### config.mk
export PLATFORM = sky130hd
export DESIGN_NAME = qdec_motor
export DESIGN_NICKNAME = d
export VERILOG_FILES = /design/src/rtl/qdec_pkg.sv /design/src/rtl/gray_stepper.sv /design/src/rtl/qdec_motor.sv
export SDC_FILE = /design/constraint.sdc
export NUM_CORES = 1
export LEC_CHECK = 0
export BUFFER_PORTS_ARGS = -buffer_cell sky130_fd_sc_hd__clkbuf_2
export CAP_MARGIN = 20
export CELL_PAD_IN_SITES_DETAIL_PLACEMENT = 0
export CELL_PAD_IN_SITES_GLOBAL_PLACEMENT = 2
export CORE_ASPECT_RATIO = 1.4
export CORE_MARGIN = 2
export CORE_UTILIZATION = 45
export DETAILED_ROUTE_END_ITERATION = 12
export PLACE_DENSITY = 0.84
export SLEW_MARGIN = 25
export SYNTH_ARGS = -nofsm -noshare
export SYNTH_HDL_FRONTEND = slang
export SYNTH_SLANG_ARGS = --single-unit
### constraint.sdc
create_clock -name sys_clk_in -period 27.3 [get_ports sys_clk_in]
set_input_delay 0 -clock sys_clk_in [delete_from_list [all_inputs] [get_ports sys_clk_in]]
set_output_delay 0 -clock sys_clk_in [all_outputs]
set_load 0.1 [all_outputs]
### src/rtl/qdec_pkg.sv
// Package for the quadrature position, speed and Gray counter block.
// Assumes a single 250 MHz clock and the plain register port of the top.
package qdec_pkg;

   // ****************************************
   // Register offsets (byte addresses, one word each)
   // ****************************************
   localparam logic [7:0] CHAN_STRIDE = 8'h40;
   localparam logic [7:0] OFF_CCR = 8'h00;
   localparam logic [7:0] OFF_CMR = 8'h04;
   localparam logic [7:0] OFF_SMMR = 8'h08;
   localparam logic [7:0] OFF_CV = 8'h10;
   localparam logic [7:0] OFF_RA = 8'h14;
   localparam logic [7:0] OFF_RB = 8'h18;
   localparam logic [7:0] OFF_RC = 8'h1c;
   localparam logic [7:0] OFF_SR = 8'h20;
   localparam logic [7:0] OFF_BMR = 8'hc4;
   localparam logic [7:0] OFF_QISR = 8'hd4;
   localparam logic [7:0] OFF_WPMR = 8'he4;

   // ****************************************
   // Field positions
   // ****************************************
   localparam int CCR_COUNTER_CLOCK_ON_CMD = 0;
   localparam int CCR_COUNTER_CLOCK_OFF_CMD = 1;
   localparam int CCR_SOFT_TRIGGER_CMD = 2;
   localparam int CMR_ETRG_LSB = 8;
   localparam int CMR_TRIGGER_SOURCE_SEL = 10;
   localparam int CMR_WAVE = 15;
   localparam int CMR_CAPTURE_A_LOAD_EDGE_LSB = 16;
   localparam int SMMR_GRAY_COUNTER_ENABLE = 0;
   localparam int SMMR_DOWN = 1;
   localparam int BMR_QUAD_DECODER_ENABLE = 8;
   localparam int BMR_POSITION_MEAS_ENABLE = 9;
   localparam int BMR_SPEED_MEAS_ENABLE = 10;
   localparam int QISR_DIR = 8;
   localparam int WPMR_WRITE_PROTECT_ENABLE = 0;
   localparam int SR_CLKSTA = 16;

   // ****************************************
   // Reset values and widths
   // ****************************************
   localparam int CNT_W = 16;
   localparam int NCHAN = 3;
   localparam logic [31:0] REG_RST = 32'h0000_0000;
   localparam logic [1:0] EDGE_RISING = 2'h1;

   // Control bundle of one channel
   typedef struct packed {
      logic [31:0] mode;
      logic [1:0] stepper;
      logic [CNT_W-1:0] ra;
      logic [CNT_W-1:0] rb;
      logic [CNT_W-1:0] rc;
   } chan_cfg_t;

   // Gray counter step states, one-hot
   typedef enum logic [3:0] {
      GRAY_00 = 4'h1,
      GRAY_01 = 4'h2,
      GRAY_11 = 4'h4,
      GRAY_10 = 4'h8
   } gray_state_t;

endpackage

### src/rtl/gray_stepper.sv
// Two-bit Gray up/down step generator of one channel.
// Assumes step period in clock cycles from the channel compare C register.
`timescale 1ns/100ps
`default_nettype none
module gray_stepper (
   // Clock and reset
   input wire logic sys_clk_in,
   input wire logic rst_in,
   // Control
   input wire logic enable_in,
   input wire logic down_in,
   input wire logic [qdec_pkg::CNT_W-1:0] period_in,
   // Outputs
   output logic [1:0] gray_out
);

   qdec_pkg::gray_state_t state_reg;
   qdec_pkg::gray_state_t state_next;
   logic [qdec_pkg::CNT_W-1:0] tick_reg;
   logic step;

   // ****************************************
   // Period timer
   // ****************************************
   assign step = enable_in && (tick_reg >= period_in);

   always_ff @(posedge sys_clk_in or posedge rst_in) begin
      if (rst_in) begin
         tick_reg <= '0;
      end else if (!enable_in || step) begin
         tick_reg <= '0;
      end else begin
         tick_reg <= tick_reg + 1'b1;
      end
   end

   // ****************************************
   // Gray sequence
   // ****************************************
   always_comb begin
      case (state_reg)
         qdec_pkg::GRAY_00: state_next = down_in ? qdec_pkg::GRAY_10
                                                 : qdec_pkg::GRAY_01;
         qdec_pkg::GRAY_01: state_next = down_in ? qdec_pkg::GRAY_00
                                                 : qdec_pkg::GRAY_11;
         qdec_pkg::GRAY_11: state_next = down_in ? qdec_pkg::GRAY_01
                                                 : qdec_pkg::GRAY_10;
         qdec_pkg::GRAY_10: state_next = down_in ? qdec_pkg::GRAY_11
                                                 : qdec_pkg::GRAY_00;
         default: state_next = qdec_pkg::GRAY_00;
      endcase
   end

   always_ff @(posedge sys_clk_in or posedge rst_in) begin
      if (rst_in) begin
         state_reg <= qdec_pkg::GRAY_00;
      end else if (step) begin
         state_reg <= state_next;
      end
   end

   always_ff @(posedge sys_clk_in or posedge rst_in) begin
      if (rst_in) begin
         gray_out <= 2'h0;
      end else if (step) begin
         case (state_next)
            qdec_pkg::GRAY_01: gray_out <= 2'h1;
            qdec_pkg::GRAY_11: gray_out <= 2'h3;
            qdec_pkg::GRAY_10: gray_out <= 2'h2;
            default: gray_out <= 2'h0;
         endcase
      end
   end

   // ****************************************
   // Checks
   // ****************************************
   property p_gray_one_bit;
      @(posedge sys_clk_in) disable iff (rst_in)
      $changed(gray_out) |-> $countones(gray_out ^ $past(gray_out)) == 1;
   endproperty
   a_gray_one_bit: assert property (p_gray_one_bit)
      else $error("Gray output changed more than one bit");

   property p_gray_up;
      @(posedge sys_clk_in) disable iff (rst_in)
      (step && !down_in && gray_out == 2'h0) |=> gray_out == 2'h1;
   endproperty
   a_gray_up: assert property (p_gray_up)
      else $error("Gray up step from 00 did not reach 01");

   property p_gray_down;
      @(posedge sys_clk_in) disable iff (rst_in)
      (step && down_in && gray_out == 2'h0) |=> gray_out == 2'h2;
   endproperty
   a_gray_down: assert property (p_gray_down)
      else $error("Gray down step from 00 did not reach 10");

   property p_gray_hold;
      @(posedge sys_clk_in) disable iff (rst_in)
      !enable_in |=> $stable(gray_out);
   endproperty
   a_gray_hold: assert property (p_gray_hold)
      else $error("Gray output moved while disabled");

endmodule
`default_nettype wire

### src/rtl/qdec_motor.sv
// Quadrature position, speed and Gray stepper logic of a three-channel timer.
// Assumes encoder inputs already synchronous to sys_clk_in and a plain
// register port with read data one cycle after the read strobe.
`timescale 1ns/100ps
`default_nettype none

module qdec_motor (
   // Clock and reset
   input wire logic sys_clk_in,
   input wire logic rst_in,
   // Register port
   input wire logic [7:0] reg_addr_in,
   input wire logic [31:0] reg_wdata_in,
   input wire logic reg_wr_in,
   input wire logic reg_rd_in,
   output logic [31:0] reg_rdata_out,
   // Encoder
   input wire logic encoder_phase_a_in,
   input wire logic encoder_phase_b_in,
   input wire logic encoder_index_in,
   // Channel waveform outputs
   output logic [2:0] channel_io_a_out,
   output logic [2:0] channel_io_b_out
);

   // ****************************************
   // Register storage
   // ****************************************
   qdec_pkg::chan_cfg_t cfg_reg [qdec_pkg::NCHAN];
   logic [qdec_pkg::CNT_W-1:0] count_reg [qdec_pkg::NCHAN];
   logic [qdec_pkg::NCHAN-1:0] clk_on_reg;
   logic [31:0] block_mode_reg;
   logic write_protect_enable_reg;
   logic direction_reg;
   logic [1:0] phase_reg;
   logic index_reg;
   logic tbase_reg;
   logic [qdec_pkg::CNT_W-1:0] tb_cnt_reg;
   logic [1:0] gray_w [qdec_pkg::NCHAN];

   logic quad_decoder_enable;
   logic position_meas_enable;
   logic speed_meas_enable;
   logic [1:0] chan_sel;
   logic [7:0] reg_off;
   logic chan_hit;
   logic [3:0] ph_now;
   logic ph_step;
   logic ph_dir;
   logic idx_rise;
   logic tb_rise;
   logic tbase_wrap;

   assign quad_decoder_enable = block_mode_reg[qdec_pkg::BMR_QUAD_DECODER_ENABLE];
   assign position_meas_enable = block_mode_reg[qdec_pkg::BMR_POSITION_MEAS_ENABLE];
   assign speed_meas_enable = block_mode_reg[qdec_pkg::BMR_SPEED_MEAS_ENABLE];

   // Channel window decode; above 0xbf lies the block area
   assign chan_sel = reg_addr_in[7:6];
   assign reg_off = {2'h0, reg_addr_in[5:0]};
   assign chan_hit = (chan_sel != 2'h3);

   // ****************************************
   // Quadrature decode
   // ****************************************
   // Inputs are already synchronous, so one stage of history suffices
   assign ph_now = {phase_reg, encoder_phase_a_in, encoder_phase_b_in};
   always_comb begin
      ph_step = 1'b0;
      ph_dir = direction_reg;
      case (ph_now)
         4'h1, 4'h7, 4'he, 4'h8: begin
            ph_step = 1'b1;
            ph_dir = 1'b1;
         end
         4'h2, 4'hb, 4'hd, 4'h4: begin
            ph_step = 1'b1;
            ph_dir = 1'b0;
         end
         default: begin
            ph_step = 1'b0;
            ph_dir = direction_reg;
         end
      endcase
   end

   assign idx_rise = encoder_index_in && !index_reg;

   always_ff @(posedge sys_clk_in or posedge rst_in) begin
      if (rst_in) begin
         phase_reg <= 2'h0;
         index_reg <= 1'b0;
         direction_reg <= 1'b0;
      end else begin
         phase_reg <= {encoder_phase_a_in, encoder_phase_b_in};
         index_reg <= encoder_index_in;
         if (quad_decoder_enable && ph_step) begin
            direction_reg <= ph_dir;
         end
      end
   end

   // ****************************************
   // Channel 2 time base
   // ****************************************
   // Clear on C compare and toggle of the A line give the speed window
   assign tbase_wrap = clk_on_reg[2] &&
                       (tb_cnt_reg >= cfg_reg[2].rc);
   always_ff @(posedge sys_clk_in or posedge rst_in) begin
      if (rst_in) begin
         tb_cnt_reg <= '0;
         tbase_reg <= 1'b0;
      end else if (reg_wr_in && chan_sel == 2'h2 &&
                   reg_off == qdec_pkg::OFF_CCR &&
                   reg_wdata_in[qdec_pkg::CCR_SOFT_TRIGGER_CMD]) begin
         tb_cnt_reg <= '0;
      end else if (tbase_wrap) begin
         tb_cnt_reg <= '0;
         tbase_reg <= !tbase_reg;
      end else if (clk_on_reg[2]) begin
         tb_cnt_reg <= tb_cnt_reg + 1'b1;
      end
   end

   // Internal feedback of the time base into channel 0 A input
   logic tbase_prev_reg;
   always_ff @(posedge sys_clk_in or posedge rst_in) begin
      if (rst_in) begin
         tbase_prev_reg <= 1'b0;
      end else begin
         tbase_prev_reg <= tbase_reg;
      end
   end
   assign tb_rise = quad_decoder_enable && speed_meas_enable &&
                    tbase_reg && !tbase_prev_reg;

   // ****************************************
   // Channel clocks
   // ****************************************
   always_ff @(posedge sys_clk_in or posedge rst_in) begin
      if (rst_in) begin
         clk_on_reg <= '0;
      end else if (reg_wr_in && chan_hit && reg_off == qdec_pkg::OFF_CCR) begin
         if (reg_wdata_in[qdec_pkg::CCR_COUNTER_CLOCK_OFF_CMD]) begin
            clk_on_reg[chan_sel] <= 1'b0;
         end else if (reg_wdata_in[qdec_pkg::CCR_COUNTER_CLOCK_ON_CMD] ||
                      reg_wdata_in[qdec_pkg::CCR_SOFT_TRIGGER_CMD]) begin
            clk_on_reg[chan_sel] <= 1'b1;
         end
      end
   end

   // ****************************************
   // Position, revolution and speed counters
   // ****************************************
   logic soft_trigger_cmd [qdec_pkg::NCHAN];
   logic rev_inc;
   assign rev_inc = position_meas_enable && clk_on_reg[1] && idx_rise;

   always_ff @(posedge sys_clk_in or posedge rst_in) begin
      if (rst_in) begin
         count_reg[0] <= '0;
      end else if (soft_trigger_cmd[0]) begin
         count_reg[0] <= '0;
      end else if (speed_meas_enable && tb_rise) begin
         count_reg[0] <= '0;
      end else if (rev_inc && direction_reg) begin
         count_reg[0] <= '0;
      end else if ((position_meas_enable || speed_meas_enable) &&
                   clk_on_reg[0] && ph_step) begin
         if (ph_dir) begin
            count_reg[0] <= count_reg[0] + 1'b1;
         end else begin
            count_reg[0] <= count_reg[0] - 1'b1;
         end
      end
   end

   always_ff @(posedge sys_clk_in or posedge rst_in) begin
      if (rst_in) begin
         count_reg[1] <= '0;
      end else if (soft_trigger_cmd[1]) begin
         count_reg[1] <= '0;
      end else if (rev_inc) begin
         if (direction_reg) begin
            count_reg[1] <= count_reg[1] + 1'b1;
         end else begin
            count_reg[1] <= count_reg[1] - 1'b1;
         end
      end
   end

   // Channel 2 counter mirrors the time base count
   always_ff @(posedge sys_clk_in or posedge rst_in) begin
      if (rst_in) begin
         count_reg[2] <= '0;
      end else begin
         count_reg[2] <= tb_cnt_reg;
      end
   end

   // ****************************************
   // Configuration and capture registers
   // ****************************************
   genvar g;
   generate
      for (g = 0; g < qdec_pkg::NCHAN; g++) begin : g_chan
         logic wr_here;
         assign wr_here = reg_wr_in && chan_sel == g &&
                          !write_protect_enable_reg;
         assign soft_trigger_cmd[g] = reg_wr_in && chan_sel == g &&
                           reg_off == qdec_pkg::OFF_CCR &&
                           reg_wdata_in[qdec_pkg::CCR_SOFT_TRIGGER_CMD];
         always_ff @(posedge sys_clk_in or posedge rst_in) begin
            if (rst_in) begin
               cfg_reg[g] <= '0;
            end else begin
               if (wr_here && reg_off == qdec_pkg::OFF_CMR) begin
                  cfg_reg[g].mode <= reg_wdata_in;
               end
               if (wr_here && reg_off == qdec_pkg::OFF_SMMR) begin
                  cfg_reg[g].stepper <= reg_wdata_in[1:0];
               end
               if (wr_here && reg_off == qdec_pkg::OFF_RB) begin
                  cfg_reg[g].rb <= reg_wdata_in[qdec_pkg::CNT_W-1:0];
               end
               if (wr_here && reg_off == qdec_pkg::OFF_RC) begin
                  cfg_reg[g].rc <= reg_wdata_in[qdec_pkg::CNT_W-1:0];
               end
               if (g == 0 && speed_meas_enable && tb_rise) begin
                  cfg_reg[g].ra <= count_reg[0];
               end else if (wr_here && reg_off == qdec_pkg::OFF_RA) begin
                  cfg_reg[g].ra <= reg_wdata_in[qdec_pkg::CNT_W-1:0];
               end
            end
         end

         // Waveform mode is left to software; enable bit alone steers it
         gray_stepper u_gray (
            .sys_clk_in(sys_clk_in),
            .rst_in(rst_in),
            .enable_in(cfg_reg[g].stepper[qdec_pkg::SMMR_GRAY_COUNTER_ENABLE]),
            .down_in(cfg_reg[g].stepper[qdec_pkg::SMMR_DOWN]),
            .period_in(cfg_reg[g].rc),
            .gray_out(gray_w[g])
         );

         always_ff @(posedge sys_clk_in or posedge rst_in) begin
            if (rst_in) begin
               channel_io_a_out[g] <= 1'b0;
               channel_io_b_out[g] <= 1'b0;
            end else begin
               channel_io_a_out[g] <= gray_w[g][1];
               channel_io_b_out[g] <= gray_w[g][0];
            end
         end
      end
   endgenerate

   // ****************************************
   // Block registers
   // ****************************************
   always_ff @(posedge sys_clk_in or posedge rst_in) begin
      if (rst_in) begin
         block_mode_reg <= qdec_pkg::REG_RST;
         write_protect_enable_reg <= 1'b0;
      end else if (reg_wr_in) begin
         if (reg_addr_in == qdec_pkg::OFF_BMR && !write_protect_enable_reg) begin
            block_mode_reg <= reg_wdata_in;
         end
         if (reg_addr_in == qdec_pkg::OFF_WPMR) begin
            write_protect_enable_reg <= reg_wdata_in[qdec_pkg::WPMR_WRITE_PROTECT_ENABLE];
         end
      end
   end

   // ****************************************
   // Read data, one cycle after the strobe
   // ****************************************
   always_ff @(posedge sys_clk_in or posedge rst_in) begin
      if (rst_in) begin
         reg_rdata_out <= '0;
      end else if (!reg_rd_in) begin
         reg_rdata_out <= '0;
      end else if (chan_hit) begin
         case (reg_off)
            qdec_pkg::OFF_CMR: reg_rdata_out <= cfg_reg[chan_sel].mode;
            qdec_pkg::OFF_SMMR:
               reg_rdata_out <= {30'h0, cfg_reg[chan_sel].stepper};
            qdec_pkg::OFF_CV:
               reg_rdata_out <= {16'h0, count_reg[chan_sel]};
            qdec_pkg::OFF_RA: reg_rdata_out <= {16'h0, cfg_reg[chan_sel].ra};
            qdec_pkg::OFF_RB: reg_rdata_out <= {16'h0, cfg_reg[chan_sel].rb};
            qdec_pkg::OFF_RC: reg_rdata_out <= {16'h0, cfg_reg[chan_sel].rc};
            qdec_pkg::OFF_SR:
               reg_rdata_out <= {15'h0, clk_on_reg[chan_sel], 16'h0};
            default: reg_rdata_out <= '0;
         endcase
      end else begin
         case (reg_addr_in)
            qdec_pkg::OFF_BMR: reg_rdata_out <= block_mode_reg;
            qdec_pkg::OFF_QISR:
               reg_rdata_out <= {23'h0, direction_reg, 8'h0};
            qdec_pkg::OFF_WPMR:
               reg_rdata_out <= {31'h0, write_protect_enable_reg};
            default: reg_rdata_out <= '0;
         endcase
      end
   end

   // ****************************************
   // Checks
   // ****************************************
   property p_wp_blocks_bmr;
      @(posedge sys_clk_in) disable iff (rst_in)
      write_protect_enable_reg |=> $stable(block_mode_reg);
   endproperty
   a_wp_blocks_bmr: assert property (p_wp_blocks_bmr)
      else $error("Block mode changed under write protect");

   property p_rev_clears_pos;
      @(posedge sys_clk_in) disable iff (rst_in)
      (rev_inc && direction_reg && !soft_trigger_cmd[0] && !tb_rise)
         |=> count_reg[0] == '0;
   endproperty
   a_rev_clears_pos: assert property (p_rev_clears_pos)
      else $error("Position not cleared on revolution");

   property p_speed_capture;
      @(posedge sys_clk_in) disable iff (rst_in)
      (speed_meas_enable && tb_rise) |=>
         cfg_reg[0].ra == $past(count_reg[0]) && count_reg[0] == '0;
   endproperty
   a_speed_capture: assert property (p_speed_capture)
      else $error("Speed capture or clear missed");

   property p_counter_clock_off_cmd_wins;
      @(posedge sys_clk_in) disable iff (rst_in)
      (reg_wr_in && chan_sel == 2'h0 && reg_off == qdec_pkg::OFF_CCR &&
       reg_wdata_in[qdec_pkg::CCR_COUNTER_CLOCK_OFF_CMD]) |=> !clk_on_reg[0];
   endproperty
   a_counter_clock_off_cmd_wins: assert property (p_counter_clock_off_cmd_wins)
      else $error("Clock still on after disable");

   property p_soft_trigger_cmd_resets;
      @(posedge sys_clk_in) disable iff (rst_in)
      soft_trigger_cmd[1] |=> count_reg[1] == '0 && clk_on_reg[1];
   endproperty
   a_soft_trigger_cmd_resets: assert property (p_soft_trigger_cmd_resets)
      else $error("Software trigger did not reset and start");

   property p_pos_up;
      @(posedge sys_clk_in) disable iff (rst_in)
      (position_meas_enable && !speed_meas_enable && clk_on_reg[0] &&
       ph_step && ph_dir && !soft_trigger_cmd[0] && !rev_inc)
         |=> count_reg[0] == $past(count_reg[0]) + 1'b1;
   endproperty
   a_pos_up: assert property (p_pos_up)
      else $error("Position did not count up");

   property p_rev_count;
      @(posedge sys_clk_in) disable iff (rst_in)
      (rev_inc && direction_reg && !soft_trigger_cmd[1])
         |=> count_reg[1] == $past(count_reg[1]) + 1'b1;
   endproperty
   a_rev_count: assert property (p_rev_count)
      else $error("Revolution count did not increment");

   property p_read_latency;
      @(posedge sys_clk_in) disable iff (rst_in)
      !reg_rd_in |=> reg_rdata_out == '0;
   endproperty
   a_read_latency: assert property (p_read_latency)
      else $error("Read data outside read cycle");

   c_rev: cover property (@(posedge sys_clk_in) disable iff (rst_in)
      rev_inc);
   c_speed: cover property (@(posedge sys_clk_in) disable iff (rst_in)
      speed_meas_enable && tb_rise);
   c_wp: cover property (@(posedge sys_clk_in) disable iff (rst_in)
      write_protect_enable_reg && reg_wr_in);
   c_gray: cover property (@(posedge sys_clk_in) disable iff (rst_in)
      channel_io_a_out[0] && channel_io_b_out[0]);

endmodule
`default_nettype wire

==> metrics.md <==
| Metric | Value |
|---|---|
| Sink Count | `456` |
| Die width | `197 µm` |
| F_max | `0.271 GHz` |
| Vias per cell | `5.72` |
| Crit path DAT | `4160 ps` |
| Post-synth top area share | `48.4%` |
| Worst-path clk slew | `70 ps` |
| Layout Nets | `2421` |
| Post-Syn Instances | `2219` |
| Status | `completed` |
| Dpl ws | `23600 ps` |
| Post-synth EDFFs | `0` |
| Hold buffer count at cts | `35` |
| Post-synthesis async set-or-reset flop share | `100%` |
| Critical-path cell list | `inv_1, maj3_1, ha_1, o211ai_1, a21oi_1, a211oi_2, o21ai_1, a221oi_1, nor3_1, a211o_1` |
| Setup CP Type | `register to register` |
| Hold path cells | `3` |
| Worst Setup End Kind | `register` |
| Routability congestion estimate | `0.861` |
| Synthesized cell area | `23400 µm²` |
| RSZ-0062 raised after global routing | `false` |
| Final instance area | `26200 µm²` |
| Main area contributors after synthesis | `dfrtp_1 48%, ha_1 5.1%, mux2_1 5.1%` |
| Final worst slack | `23610 ps` |
| Antenna diode count | `0` |
| H-tree Lvls | `2` |
| Final setup viols | `0` |
| Synth cell types | `75` |
| Post-CTS resize count | `0` |
| DRT Pass-1 Iters | `5` |
| DR WL met3 | `2310 µm` |
| Row Count | `98` |
| Worst-case clock buffer depth | `3` |
| Crit path time final | `3690 ps` |
| Crit Path Max Fanout | `17` |
| First-pass GRT wire length | `102000 µm` |
| Share of cells above drive strength 1 | `14.0%` |
| DPL Wire Length | `44100 µm` |
| Cell family with most CP delay | `compound AO/OA/AOI/OAI gates` |
| Final hold vios | `0` |
| First DRT Iteration DRCs | `1038` |
| Cts bufs inserted | `45` |
| Die Height | `274 µm` |
| Antenna violations before repair | `1` |
| Largest net degree at the start of global routing | `183` |
| HP Class | `input port to register` |
| Total number of vias | `16900` |
| Critical Path Max Stage Delay | `730 ps` |
| Clock skew | `40.4 ps` |
| Leak pwr | `13.0 nW` |
| Root Buffer | `clkbuf_16` |
| Crit path required time | `27770 ps` |
| Vias in the first global route | `17500` |
| Top Layer Used | `met5` |
| Final slew viol count | `0` |
| Rel. slew slack | `28.2%` |
| Met1 wire length | `27900 µm` |
| Register-to-Register Path Depth | `10` |
| WL final | `64800 µm` |
| Pwr/cell area | `56.6 nW/µm²` |
| Post-DP Area | `24300 µm²` |
| Buffers added on ports | `84` |
| Sequential share of the synthesized area | `48.7%` |
| Clk_lat worst skew | `580 ps` |
| DRC | `0` |
| Overflow after GRT | `0` |
| Routed wl met2 | `32200 µm` |
| CP max-delay cell | `maj3_1` |
| Number of flip-flops in the largest register | `246` |
| Mapped Nets | `2364` |
| Initial Util | `45.7%` |
| Stages on the worst setup path | `10` |
| Die area | `53900 µm²` |
| Syn_area_per_cell | `10.6 µm²` |
| Core area | `51300 µm²` |
| Cell accounting for the most synthesized area | `dfrtp_1` |
| Worst-margin pin slew | `1080 ps` |
| CTS tree | `yes` |
| Count leader, synth | `dfrtp_1` |
| Setup TNS | `0 ps` |
| Startpoint Class | `register` |
| Peak VDD IR | `46.6 µV` |
| Area Growth Syn to Fin | `12.0%` |
| Yosys reg bits | `456` |
| GR Util All Layers | `24.5%` |
| WL per Instance | `21.9 µm` |
| Period utilisation layout | `13.5%` |
| Most frequent cells after synthesis | `453 x dfrtp_1, 227 x nand2_1, 197 x nor2_1` |
| Ys Warns | `0` |
| Post-CTS Setup Inserts | `0` |
| CP bufs+invs | `1` |
| Max-cap violations | `0` |
| IO Pins | `85` |
| Top_reg_cell synth | `dfrtp_1` |
| Final ANT Viol Nets | `0` |
-- worst paths after layout --
path	startpoint	to	slack (ps)
max in group asynchronous	rst_in	cfg_reg[221]	24320
min in group asynchronous	rst_in	g_chan[0].u_gray.state_reg[2]	90
worst max-delay path	direction_reg	count_reg[44]	23610
worst max register to register	direction_reg	count_reg[44]	23610
worst min register to register	g_chan[0].u_gray.gray_out[1]	channel_io_a_out[0]	370
worst min-delay path	reg_wdata_in[6]	cfg_reg[170]	50
-- layout make-up --
cell class                      count  area (µm²)
Sequential cell                   456       11400
Clock inverter                     16         146
Fill cell                        4633       25000
Clock buffer                       67        1350
Tap cell                          650         813
Inverter                           66         260
Timing Repair Buffer              139         966
Multi-Input combinational cell   1568       11300
-- per-layer routing --
metal | GRT usage [%] | vias to the layer above
met4 | 9.08 | 2
met5 | 0 | -
met2 | 42.8 | 341
met1 | 31.2 | 8524
li1 | - | 7975
met3 | 2.84 | 105
-- placed cells by master (no fill, tap or decap), types with 65 or more instances in the layout --
cell / netlist / routed
mux2i_1: 105 / 105
mux2_2: 82 / 82
ha_1: 96 / 96
clkbuf_2: 0 / 82
a21oi_1: 144 / 144
inv_1: 66 / 65
o21ai_0: 120 / 120
nand2_1: 227 / 227
nor2_1: 197 / 195
mux2_1: 106 / 106
dfrtp_1: 453 / 453
-- power breakdown --
| part | leakage (nW) | internal (mW) | switching, mW | total, mW |
|---|---|---|---|---|
| logic | 6.22 | 0.0467 | 0.0804 | 0.127 |
| registers | 6.07 | 0.704 | 0.0222 | 0.726 |
| clock network | 0.735 | 0.355 | 0.278 | 0.632 |
-- cells by family after synthesis --
kind of cell / after synthesis / synth area share, %
and+or+nand+nor: 607 / 11.5
DFF: 456 / 48.7
AOI/OAI and AO/OA: 450 / 11.7
muxes: 333 / 16.4
buffers and inverters: 195 / 3.36
adders and majority gates: 99 / 5.34
xor gates and xnor gates: 79 / 2.95
-- through the flow --
stage | instances | hold slack, ps | total power, mW | utilization, %
after floorplan | 2219 | 31.4 | 0.816 | -
after global placement | 2843 | 152 | 0.857 | 47.5
after detailed placement | 2843 | 144 | 0.862 | 47.5
after CTS | 2961 | 5.54 | 1.50 | 51.1
after global routing | 2962 | 44.1 | 1.54 | 51.2
final | 2962 | 52.4 | 1.49 | 51.2
-- tightest hold or removal path: stages --
cell	delay, ps
clkbuf_2	350
nand2_1	140
o21ai_0	70
Power figures use the tool's default switching activity.
